[config.mk]
export PLATFORM = sky130hd
export DESIGN_NAME = tec_top
export DESIGN_NICKNAME = d
export VERILOG_FILES = /design/src/core/tec_pkg.sv /design/src/core/tec_top.sv
export VERILOG_INCLUDE_DIRS = /design/src /design/src/core
export SDC_FILE = /design/constraint.sdc
export NUM_CORES = 1
export LEC_CHECK = 0
export BUFFER_PORTS_ARGS = -buffer_cell sky130_fd_sc_hd__buf_2
export CORE_ASPECT_RATIO = 0.7
export CORE_MARGIN = 10
export CORE_UTILIZATION = 40
export CTS_CLUSTER_SIZE = 8
export DETAILED_ROUTE_END_ITERATION = 8
export PLACE_DENSITY = 0.64
export REMOVE_ABC_BUFFERS = 1
export SYNTH_ARGS = -nofsm -noshare
export SYNTH_HDL_FRONTEND = slang
export SYNTH_SLANG_ARGS = --single-unit
[constraint.sdc]
create_clock -name clk_sys_i -period 4.7 [get_ports clk_sys_i]
set_input_delay 0.235 -clock clk_sys_i [delete_from_list [all_inputs] [get_ports clk_sys_i]]
set_output_delay 0.235 -clock clk_sys_i [all_outputs]
set_load 0.02 [all_outputs]
[src/core/tec_map.svh]
// Purpose: constants of the timer/event counter with tone output
// Assumes: register index = printed offset, byte address = 4 * index
// Notes:   offsets, field positions, reset values and timing counts
// How it works
// 8-bit up counter, pin or internal clock
// control bits 7:6 select counting mode
// prescaler divides system clock by 2^field
// count to FFH, then reload preload
// overflow sets flag bit 5 with reload
// value write hits preload, read live count
// write loads counter too while stopped
// counting clock blocked during value reads
// counting only while run bit set
// pulse mode clears run; others software only
// edge bit picks rising or falling pin edge
// pulse mode measures one pulse then holds
// pulse measurement starts on edges, not levels
// pulse mode overflow reloads and flags too
// internal base: system or slow oscillator clock
// overflow is a wake-up source
// enable bit gates interrupt, flag still set
// tone toggles on every overflow
// shared pin: tone when latch 1, else low
// control bit 5 reads zero
// mode 00 never counts nor overflows
`ifndef TEC_MAP_SVH
`define TEC_MAP_SVH
`define TEC_IDX_VALUE    8'h0d
`define TEC_IDX_CTRL     8'h0e
`define TEC_IDX_IRQ      8'h10
`define TEC_IDX_PIN      8'h11
`define TEC_CTRL_MODE_HI 7
`define TEC_CTRL_MODE_LO 6
`define TEC_CTRL_RSVD    5
`define TEC_CTRL_RUN     4
`define TEC_CTRL_EDGE    3
`define TEC_CTRL_PSC_HI  2
`define TEC_IRQ_FLAG     5
`define TEC_IRQ_EN       2
`define TEC_PIN_LATCH    0
`define TEC_PIN_OUTMODE  1
`define TEC_CTRL_RST     8'h08
`define TEC_CNT_RST      8'h00
`define TEC_CNT_MAX      8'hff
`define TEC_PSC_PERIOD_NS 10
`endif

[src/core/tec_pkg.sv]
// Purpose: types of the timer/event counter
// Assumes: constants live in tec_map.svh
// Notes:   whole-module state is one packed struct
package tec_pkg;
  typedef enum logic [1:0] {
    TEC_MODE_NONE  = 2'b00,
    TEC_MODE_EVENT = 2'b01,
    TEC_MODE_TIMER = 2'b10,
    TEC_MODE_PULSE = 2'b11
  } tec_mode_t;
  typedef enum logic [1:0] {
    TEC_PW_WAIT = 2'b00,
    TEC_PW_MEAS = 2'b01,
    TEC_PW_DONE = 2'b11
  } tec_pw_t;
  typedef struct packed {
    logic [7:0] cnt;
    logic [7:0] preload;
    tec_mode_t  mode;
    logic       run;
    logic       edge_fall;
    logic [2:0] psc;
    logic       tf;
    logic       overflow_irq_enable;
    logic       latch;
    logic       outmode;
    logic       tone;
    logic [6:0] pre;
    logic       pin_prev;
    logic       rtc_prev;
    tec_pw_t    pw;
    logic       wake;
    logic [31:0] prdata;
  } tec_state_t;
endpackage : tec_pkg

[src/core/tec_top.sv]
// Purpose: 8-bit timer/event counter with tone output, APB slave
// Assumes: count pin and slow oscillator are synchronous to clk_sys_i
// Notes:   reads of the value register stall counting for the transfer
//
// Implementation choice: register access over APB.
`timescale 1ns/1ps
`include "tec_map.svh"
module tec_top #(
  parameter int ADDR_W = 8
) (
  input  wire logic              clk_sys_i,
  input  wire logic              nrst_i,
  input  wire logic              psel_i,
  input  wire logic              penable_i,
  input  wire logic              pwrite_i,
  input  wire logic [ADDR_W-1:0] paddr_i,
  input  wire logic [31:0]       pwdata_i,
  output logic [31:0]            prdata_o,
  output logic                   pready_o,
  output logic                   pslverr_o,
  input  wire logic              count_value_or_input_i,
  input  wire logic              slow_osc_clock_i,
  input  wire logic              rtc_option_i,
  input  wire logic              rtc_osc_present_i,
  input  wire logic              tone_option_i,
  output logic                   tone_shared_pin_o,
  output logic                   tone_shared_pin_oe_o,
  output logic                   overflow_irq_o,
  output logic                   wake_o
);
  localparam logic [ADDR_W-1:0] A_VALUE = ADDR_W'({`TEC_IDX_VALUE, 2'b00});
  localparam logic [ADDR_W-1:0] A_CTRL  = ADDR_W'({`TEC_IDX_CTRL, 2'b00});
  localparam logic [ADDR_W-1:0] A_IRQ   = ADDR_W'({`TEC_IDX_IRQ, 2'b00});
  localparam logic [ADDR_W-1:0] A_PIN   = ADDR_W'({`TEC_IDX_PIN, 2'b00});

  // Prescaler compare mask: all ones in the low psc bits
  function automatic logic [6:0] psc_mask(input logic [2:0] p);
    logic [7:0] m;
    m = (8'h01 << p) - 8'h01;
    return m[6:0];
  endfunction : psc_mask

  function automatic logic addr_hit(input logic [ADDR_W-1:0] a);
    return (a == A_VALUE) || (a == A_CTRL) || (a == A_IRQ) || (a == A_PIN);
  endfunction : addr_hit

  tec_pkg::tec_state_t st_reg;
  tec_pkg::tec_state_t st_next;

  logic setup;
  logic access;
  logic wr;
  logic rd_block;
  logic use_rtc;
  logic base_tick;
  logic psc_tick;
  logic pin_rise;
  logic pin_fall;
  logic act_edge;
  logic ret_edge;
  logic tick;
  logic ovf;
  logic [31:0] rd_mux;

  assign setup     = psel_i && !penable_i;
  assign access    = psel_i && penable_i;
  assign wr        = access && pwrite_i;
  // Blocking over both phases of a read keeps the sampled value coherent
  assign rd_block  = psel_i && !pwrite_i && (paddr_i == A_VALUE);
  assign use_rtc   = rtc_option_i && rtc_osc_present_i;
  assign base_tick = use_rtc ? (slow_osc_clock_i && !st_reg.rtc_prev) : 1'b1;
  assign psc_tick  = base_tick &&
                     ((st_reg.pre & psc_mask(st_reg.psc)) == psc_mask(st_reg.psc));
  assign pin_rise  = count_value_or_input_i && !st_reg.pin_prev;
  assign pin_fall  = !count_value_or_input_i && st_reg.pin_prev;
  assign act_edge  = st_reg.edge_fall ? pin_fall : pin_rise;
  assign ret_edge  = st_reg.edge_fall ? pin_rise : pin_fall;

  always_comb begin
    tick = 1'b0;
    if (st_reg.run && !rd_block) begin
      unique case (st_reg.mode)
        tec_pkg::TEC_MODE_EVENT: tick = act_edge;
        tec_pkg::TEC_MODE_TIMER: tick = psc_tick;
        tec_pkg::TEC_MODE_PULSE: tick = psc_tick && (st_reg.pw == tec_pkg::TEC_PW_MEAS);
        tec_pkg::TEC_MODE_NONE:  tick = 1'b0;
      endcase
    end
  end

  assign ovf = tick && (st_reg.cnt == `TEC_CNT_MAX);

  always_comb begin
    rd_mux = 32'h0000_0000;
    unique case (paddr_i)
      A_VALUE: rd_mux[7:0] = st_reg.cnt;
      A_CTRL: begin
        rd_mux[`TEC_CTRL_MODE_HI:`TEC_CTRL_MODE_LO] = st_reg.mode;
        rd_mux[`TEC_CTRL_RSVD] = 1'b0;
        rd_mux[`TEC_CTRL_RUN]  = st_reg.run;
        rd_mux[`TEC_CTRL_EDGE] = st_reg.edge_fall;
        rd_mux[`TEC_CTRL_PSC_HI:0] = st_reg.psc;
      end
      A_IRQ: begin
        rd_mux[`TEC_IRQ_FLAG] = st_reg.tf;
        rd_mux[`TEC_IRQ_EN]   = st_reg.overflow_irq_enable;
      end
      A_PIN: begin
        rd_mux[`TEC_PIN_LATCH]   = st_reg.latch;
        rd_mux[`TEC_PIN_OUTMODE] = st_reg.outmode;
      end
      default: rd_mux = 32'h0000_0000;
    endcase
  end

  always_comb begin
    st_next          = st_reg;
    st_next.wake     = 1'b0;
    st_next.pin_prev = count_value_or_input_i;
    st_next.rtc_prev = slow_osc_clock_i;
    if (base_tick) begin
      st_next.pre = st_reg.pre + 7'h01;
    end
    if (setup && !pwrite_i) begin
      st_next.prdata = rd_mux;
    end
    // Pulse measurement sequencing
    if (st_reg.mode == tec_pkg::TEC_MODE_PULSE && st_reg.run) begin
      unique case (st_reg.pw)
        tec_pkg::TEC_PW_WAIT: begin
          if (act_edge) begin
            st_next.pw = tec_pkg::TEC_PW_MEAS;
          end
        end
        tec_pkg::TEC_PW_MEAS: begin
          if (ret_edge) begin
            st_next.pw  = tec_pkg::TEC_PW_DONE;
            st_next.run = 1'b0;
          end
        end
        tec_pkg::TEC_PW_DONE: st_next.pw = tec_pkg::TEC_PW_WAIT;
        default: st_next.pw = tec_pkg::TEC_PW_WAIT;
      endcase
    end else if (!st_reg.run) begin
      st_next.pw = (st_reg.pw == tec_pkg::TEC_PW_WAIT) ? tec_pkg::TEC_PW_WAIT
                                                       : tec_pkg::TEC_PW_DONE;
    end
    if (tick) begin
      st_next.cnt = st_reg.cnt + 8'h01;
    end
    if (ovf) begin
      st_next.cnt  = st_reg.preload;
      st_next.tone = !st_reg.tone;
      st_next.wake = 1'b1;
    end
    if (wr) begin
      unique case (paddr_i)
        A_VALUE: begin
          st_next.preload = pwdata_i[7:0];
          if (!st_reg.run) begin
            st_next.cnt = pwdata_i[7:0];
          end else if (ovf) begin
            st_next.cnt = pwdata_i[7:0];
          end
        end
        A_CTRL: begin
          st_next.mode      = tec_pkg::tec_mode_t'(pwdata_i[`TEC_CTRL_MODE_HI:`TEC_CTRL_MODE_LO]);
          st_next.run       = pwdata_i[`TEC_CTRL_RUN];
          st_next.edge_fall = pwdata_i[`TEC_CTRL_EDGE];
          st_next.psc       = pwdata_i[`TEC_CTRL_PSC_HI:0];
          if (pwdata_i[`TEC_CTRL_RUN] && !st_reg.run) begin
            st_next.pw = tec_pkg::TEC_PW_WAIT;
          end
        end
        A_IRQ: begin
          st_next.tf  = pwdata_i[`TEC_IRQ_FLAG];
          st_next.overflow_irq_enable = pwdata_i[`TEC_IRQ_EN];
        end
        A_PIN: begin
          st_next.latch   = pwdata_i[`TEC_PIN_LATCH];
          st_next.outmode = pwdata_i[`TEC_PIN_OUTMODE];
        end
        default: st_next.tf = st_next.tf;
      endcase
    end
    // A flag set by hardware wins over a software clear in the same cycle
    if (ovf) begin
      st_next.tf = 1'b1;
    end
  end

  always_ff @(posedge clk_sys_i or negedge nrst_i) begin
    if (!nrst_i) begin
      st_reg           <= '0;
      st_reg.cnt       <= `TEC_CNT_RST;
      st_reg.preload   <= `TEC_CNT_RST;
      st_reg.mode      <= tec_pkg::TEC_MODE_NONE;
      st_reg.edge_fall <= 1'b1;
      st_reg.pw        <= tec_pkg::TEC_PW_WAIT;
    end else begin
      st_reg <= st_next;
    end
  end

  assign pready_o  = 1'b1;
  assign pslverr_o = access && !addr_hit(paddr_i);
  assign prdata_o  = st_reg.prdata;
  assign overflow_irq_o = st_reg.tf && st_reg.overflow_irq_enable;
  assign wake_o = st_reg.wake;
  // Input mode leaves the pin undriven; tone only when the option is fitted
  assign tone_shared_pin_oe_o = st_reg.outmode;
  assign tone_shared_pin_o = tone_option_i ? (st_reg.latch && st_reg.tone)
                                           : st_reg.latch;
endmodule : tec_top

==> qor.txt, run 1 <==
Crit Reg-Reg Endpoint: st_reg[65]
Worst Reg2Reg Path Length in Cells: 10
CTS tree: yes
Via density: 5.10
Hold Path Depth: 1
RSZ-0062 raised after global routing: false
post-synthesis instance area: 0.00284 mm²
Core ar.: 0.00682 mm²
metal2 WL: 2460 µm
hpwl dp: 4880 µm
WL per Instance: 15.7 µm
Die X: 121 µm
Layout Cells excl Fill: 413
Pleak: 1.44 nW
Post-synth EDFFs: 0
CP required: 4900 ps
Worst-path clk slew: 90 ps
CTS max path bufs: 2
die area: 0.0109 mm²
Syn Area/Cell: 9.59 µm²
RR Startpoint: st_reg[50]
r2r setup slk: 1880 ps
crit path launch type: register
Max Cap Viol: 0
M1 WL: 3230 µm
# setup viols final: 0
Fin Hold WS: 47.3 ps
Max rail drop VDD: 0.176 mV
Rel. slew slack: 29.7%
Crit path buffers/inverters: 1
Power Density: 322 mW/mm²
Cell Area, Placed: 0.00291 mm²
clock root buffer master: clkbuf_8
Placed Cells: 405
row count: 25
I/O pin count: 88
Mapped Cells: 296
sequential area share after synthesis: 42.4%
Yosys Warn Count: 0
fin crit period: 2820 ps
Initial Util: 41.6%
largest net degree at the start of global routing: 49
highest routed layer: met4
most frequent cells in the layout: 47 x dfrtp_1, 38 x buf_2, 29 x nand2_1, 25 x conb_1, 18 x nor2_1
CP delay by family, top: simple AND/OR/NAND/NOR gates
Crit. End Element: register
Total Wirelength: 6480 µm
Layout Skew: 4.69 ps
Max stage delay on crit path: 490 ps
Layout Nets: 371
Detailed Routing Iterations Pass 1: 4
DRC: 0
die span in y: 90.5 µm
layout cells sized above 1: 20.7%
critical path arrival: 3020 ps
Hold Path Class: in -> reg
gr usage total: 11.7%
Max Fclk: 354 MHz
critical path's slowest cell: dfrtp_1
Clock Sink Count: 48
status: finished clean
CTS H-tree lvls: 2
port bufs: 38
crit path cell chain: nor3_2 -> inv_1 -> ha_1 -> xor2_1 -> o32ai_1 -> and4bb_1 -> a32o_2 -> nand3_1 -> or2_2 -> o211a_1
Worst Path Class, Setup: reg -> reg
total gr overflow: 0
postcts setup bufs: 0
Main synth FF type: dfrtp_1
Hold Violations, Final: 0
WL met3: 746 µm
Async SR Flop Fraction: 100%
register bit total from synthesis: 48
fillers: 701
Clock Latency Late Sink: 300 ps
critical path peak fanout: 14
most common cell after layout, fill and taps aside: dfrtp_1
ant diodes: 0
Hold EP: st_reg[35]
count of final max-slew check failures: 0
DRT iter0 DRCs: 268
vias in the first global route: 1,905
Post-CTS Hold Buffers: 0
final worst path period share: 60.1%
first-pass GRT wire length: 10,400 µm
Tot Pwr: 0.975 mW
Synth cell types: 56
Slew @ Worst Pin: 1050 ps
Final TNS setup: 0 ps
Design Area, Final: 0.00303 mm²
post-CTS sizing: 0
remaining antenna violation count after routing: 0
Area Overhead vs Synth: 6.66%
vias: 2,107
hold path startpoint: slow_osc_clock_i
initial antenna violation count: 0
total CTS buffers: 5
max reg flops: 38
Final GP Congestion: 0.845
==> through the flow <==
step	worst slack, ps	utilization, %
3_5_place_dp	1920	42.6
5_1_grt	1700	44.4
3_3_place_gp	1920	42.6
6_report	1880	44.4
2_1_floorplan	2240	-
4_1_cts	1890	44.4
==> cells by family after synthesis <==
| group | after synthesis | synth area share, % |
|---|---|---|
| flip-flops | 48 | 42.4 |
| AO/OA/AOI/OAI | 61 | 14.4 |
| AND/OR/NAND/NOR | 96 | 18.6 |
| other | 2 | 0.265 |
| adder cells (fa/ha/maj) | 3 | 1.32 |
| XOR/XNOR | 10 | 3.09 |
| multiplexers | 18 | 6.88 |
| buffers and inverters | 58 | 13.1 |
==> routing by layer <==
metal	vias to the layer above	GRT usage (%)
met4	0	3.01
met1	981	18.3
met5	-	0
met2	84	14.3
li1	1037	-
met3	5	3.81
==> cell type report <==
type                       count  area, µm²  share of cell area, %
timing repair buffer          38        190                   6.28
inverter                      12       45.0                   1.49
sequential                    48       1200                   39.7
tap                           94        118                   3.89
clock buffer                   6       82.6                   2.73
multi-input combinational    213       1350                   44.6
clock inverter                 2       38.8                   1.28
==> where the power goes <==
part / leakage (nW) / switching, mW / total, mW / internal (mW)
registers: 0.612 / 0.0506 / 0.509 / 0.458
logic: 0.761 / 0.0864 / 0.150 / 0.0631
clock network: 0.0614 / 0.143 / 0.317 / 0.174
total: 1.44 / 0.280 / 0.975 / 0.695
==> synth_stat cells (2+ instances only) <==
library cell	number	area share (%)
a22oi_1	7	1.9
a31oi_1	7	1.5
and3_1	4	0.88
and2_1	2	0.44
mux2_2	12	4.8
dfrtp_1	47	41
nand2b_1	5	1.1
and4b_1	2	0.71
buf_4	34	9.0
xnor2_1	4	1.2
ha_1	3	1.3
o21ai_1	3	0.53
nand4_1	8	1.8
nand3b_1	3	0.79
nor4b_1	2	0.62
o211ai_1	3	0.79
buf_2	3	0.53
nor2_1	18	2.4
nand2_1	29	3.8
clkbuf_1	6	0.79
mux2i_1	6	2.1
inv_1	12	1.6
o221a_1	2	0.79
o21ai_0	11	1.9
nor3_1	6	1.1
and4bb_1	2	0.88
nand3_1	5	0.88
o32ai_1	2	0.62
buf_6	3	1.2
a21oi_1	13	2.3
conb_1	2	0.26
xor2_1	6	1.9
==> worst max-delay path by stage <==
stage,end,depth (start not counted),from
after global placement,st_reg[65],10,st_reg[50]
after floorplan,st_reg[65],10,st_reg[50]
after global routing,st_reg[65],10,st_reg[51]
final,st_reg[65],10,st_reg[50]
after CTS,st_reg[65],10,st_reg[50]
after detailed placement,st_reg[65],10,st_reg[50]
Power figures use the tool's default switching activity.
==> run 2, diff against run 1 <==
Settings changed: PLACE_DENSITY 0.64 to 0.66.
Clock period 4.7 ns to 2.4 ns, I/O delays scaled along.
==> qor.txt, run 2 (same netlist as run 1, synthesis figures left out) <==
status: finished with violations
failing checks: negative setup slack
RSZ-0062 raised after global routing: true
Worst-path clk slew: 100 ps (about the same)
Core ar.: 0.00682 mm² (unchanged)
WL per Instance: 16.5 µm (+4.9%)
total CTS buffers: 5 (unchanged)
Detailed Routing Iterations Pass 1: 4 (unchanged)
fillers: 689 (-1.7%)
max reg flops: 38 (unchanged)
Max rail drop VDD: 0.237 mV (+35%)
CP required: 2650 ps (-2250 ps)
Design Area, Final: 0.00338 mm² (+12%)
register area: 0.00120 mm² (unchanged)
Total Wirelength: 7380 µm (+14%)
row count: 25 (unchanged)
Pleak: 1.61 nW (+12%)
CTS max path bufs: 2 (unchanged)
Cell Area, Placed: 0.00310 mm² (+6.6%)
first-pass GRT wire length: 11,900 µm (+14%)
Logic pwr share: 17.9% (+2.6 points)
Clock power frac: 27.5% (-5.0 points)
Crit. End Element: register
Final GP Congestion: 0.884 (+4.6%)
CTS tree: yes
multi-input logic area: 0.00145 mm² (+7.2%)
vias: 2,290 (+8.7%)
Power Density: 539 mW/mm² (+67%)
fin crit period: 2580 ps (-243 ps)
final worst path period share: 107% (+47 points)
critical path arrival: 2820 ps (-200 ps)
crit path launch type: register
DRT iter0 DRCs: 186 (-31%)
DRC: 0 (unchanged)
clock root buffer master: clkbuf_8
initial antenna violation count: 0 (unchanged)
Hold Path Class: in -> reg
Sw Ratio: 31.6% (+2.9 points)
Slew @ Worst Pin: 611 ps (-443 ps)
Rel. slew slack: 59.3% (+30 points)
die area: 0.0109 mm² (unchanged)
count of final max-slew check failures: 0 (unchanged)
Worst Path Class, Setup: reg -> reg
most frequent cells in the layout: 47 x dfrtp_1, 38 x buf_2, 27 x nand2_1, 26 x buf_4, 25 x conb_1
Max Cap Viol: 0 (unchanged)
remaining antenna violation count after routing: 0 (unchanged)
Layout Skew: 8.11 ps (+3.42 ps)
largest net degree at the start of global routing: 26 (-47%)
Initial Util: 41.6% (unchanged)
# setup viols final: 10 (+10)
Final WS setup: -180 ps (-2060 ps)
gr usage total: 13.2% (+1.5 points)
Hold Violations, Final: 0 (unchanged)
Die X: 121 µm (unchanged)
I/O pin count: 88 (unchanged)
Internal Power: 1.24 mW (+79%)
Placed Cells: 429 (+5.9%)
Max Fclk: 388 MHz (+9.4%)
ant diodes: 0 (unchanged)
Reg power frac: 54.6% (+2.4 points)
vias in the first global route: 2,279 (+20%)
critical path peak fanout: 6 (-8)
total net switching power: 0.575 mW (+110%)
port bufs: 38 (unchanged)
final core occ: 49.5% (+5.1 points)
Tot Pwr: 1.82 mW (+87%)
most common cell after layout, fill and taps aside: dfrtp_1
CTS H-tree lvls: 2 (unchanged)
die span in y: 90.5 µm (unchanged)
Layout Cells excl Fill: 448 (+8.5%)
layout cells sized above 1: 30.8% (+10 points)
Fin Hold WS: 64.9 ps (+17.7 ps)
Clock Latency Late Sink: 300 ps (about the same)
Via density: 5.11 (+0.19%)
total gr overflow: 0 (unchanged)
Area Overhead vs Synth: 19.0%
Layout Nets: 406 (+9.4%)
Clock Sink Count: 48 (unchanged)
hpwl dp: 5420 µm (+11%)
==> run 2: cell count changes in the layout (fill, tap and decap cells not counted), sizes merged <==
cell         previous run  this run
a32o                    1         2
clkinvlp                0         2
clkbuf                  6         5
dlygate4sd3             0         3
bufinv                  1         0
buf                    38        69
==> run 2: layout make-up <==
class                      count  area share, %
tap                           94           3.48
clock inverter                 3          0.704
timing repair buffer          72           14.0
inverter                      12           1.33
multi-input combinational    214           42.9
sequential                    48           35.6
clock buffer                   5           2.04
==> run 2: power groups by stage <==
stage / registers [mW] / logic, mW / clock network, mW
3_3_place_gp: 1.01 / 0.301 / 0
6_report: 0.994 / 0.326 / 0.500
2_1_floorplan: 1.01 / 0.183 / 0
3_5_place_dp: 1.01 / 0.317 / 0
5_1_grt: 1.02 / 0.369 / 0.554
4_1_cts: 0.996 / 0.327 / 0.519
==> run 2: what timing repair did <==
action                                 4_1_cts  5_1_grt
cloned                                       1        0
setup endpoints to repair                   10       10
buffers inserted                             5        5
pin swaps                                   15        7
endpoints found under the hold margin       25        0
gates resized for setup                     10       12
hold buffers                                 3        0
==> run 2: stage by stage <==
| stage | worst slack, ps | setup TNS, ps |
|---|---|---|
| CTS | -64.9 | -173 |
| detailed placement | -175 | -1270 |
| global placement | -143 | -776 |
| finish | -180 | -1130 |
| global route | -285 | -2140 |
| floorplan | -59.7 | -115 |
==> run 2: final timing paths <==
kind,startpoint,endpoint,slack (ps),depth (start not counted)
worst max register to register,st_reg[49],st_reg[67],-180,11
max in group asynchronous,nrst_i,st_reg[52],1340,3
worst min register to register,st_reg[62],st_reg[62],490,2
worst min-delay path,pwdata_i[2],st_reg[47],60,2
worst max-delay path,st_reg[49],st_reg[67],-180,11
min in group asynchronous,nrst_i,st_reg[41],350,2
==> run 2: critical path: stages, from the launching register on <==
cell and delay [ps]:
dfrtp_1 420, nor3_2 240, inv_1 70, ha_2 190
xor2_1 170, o32ai_2 240, and4bb_1 250, buf_4 140
a32o_2 310, and3_1 190, o21ai_1 120, o221a_1 180
==> run 2: per-layer routing <==
metal	part of all wire [%]	wire, µm	track usage (%)
met3	9.0	667	3.94
met4	0.81	60	3.11
met2	42	3110	17.7
met1	48	3530	19.6
met5	0	0	0
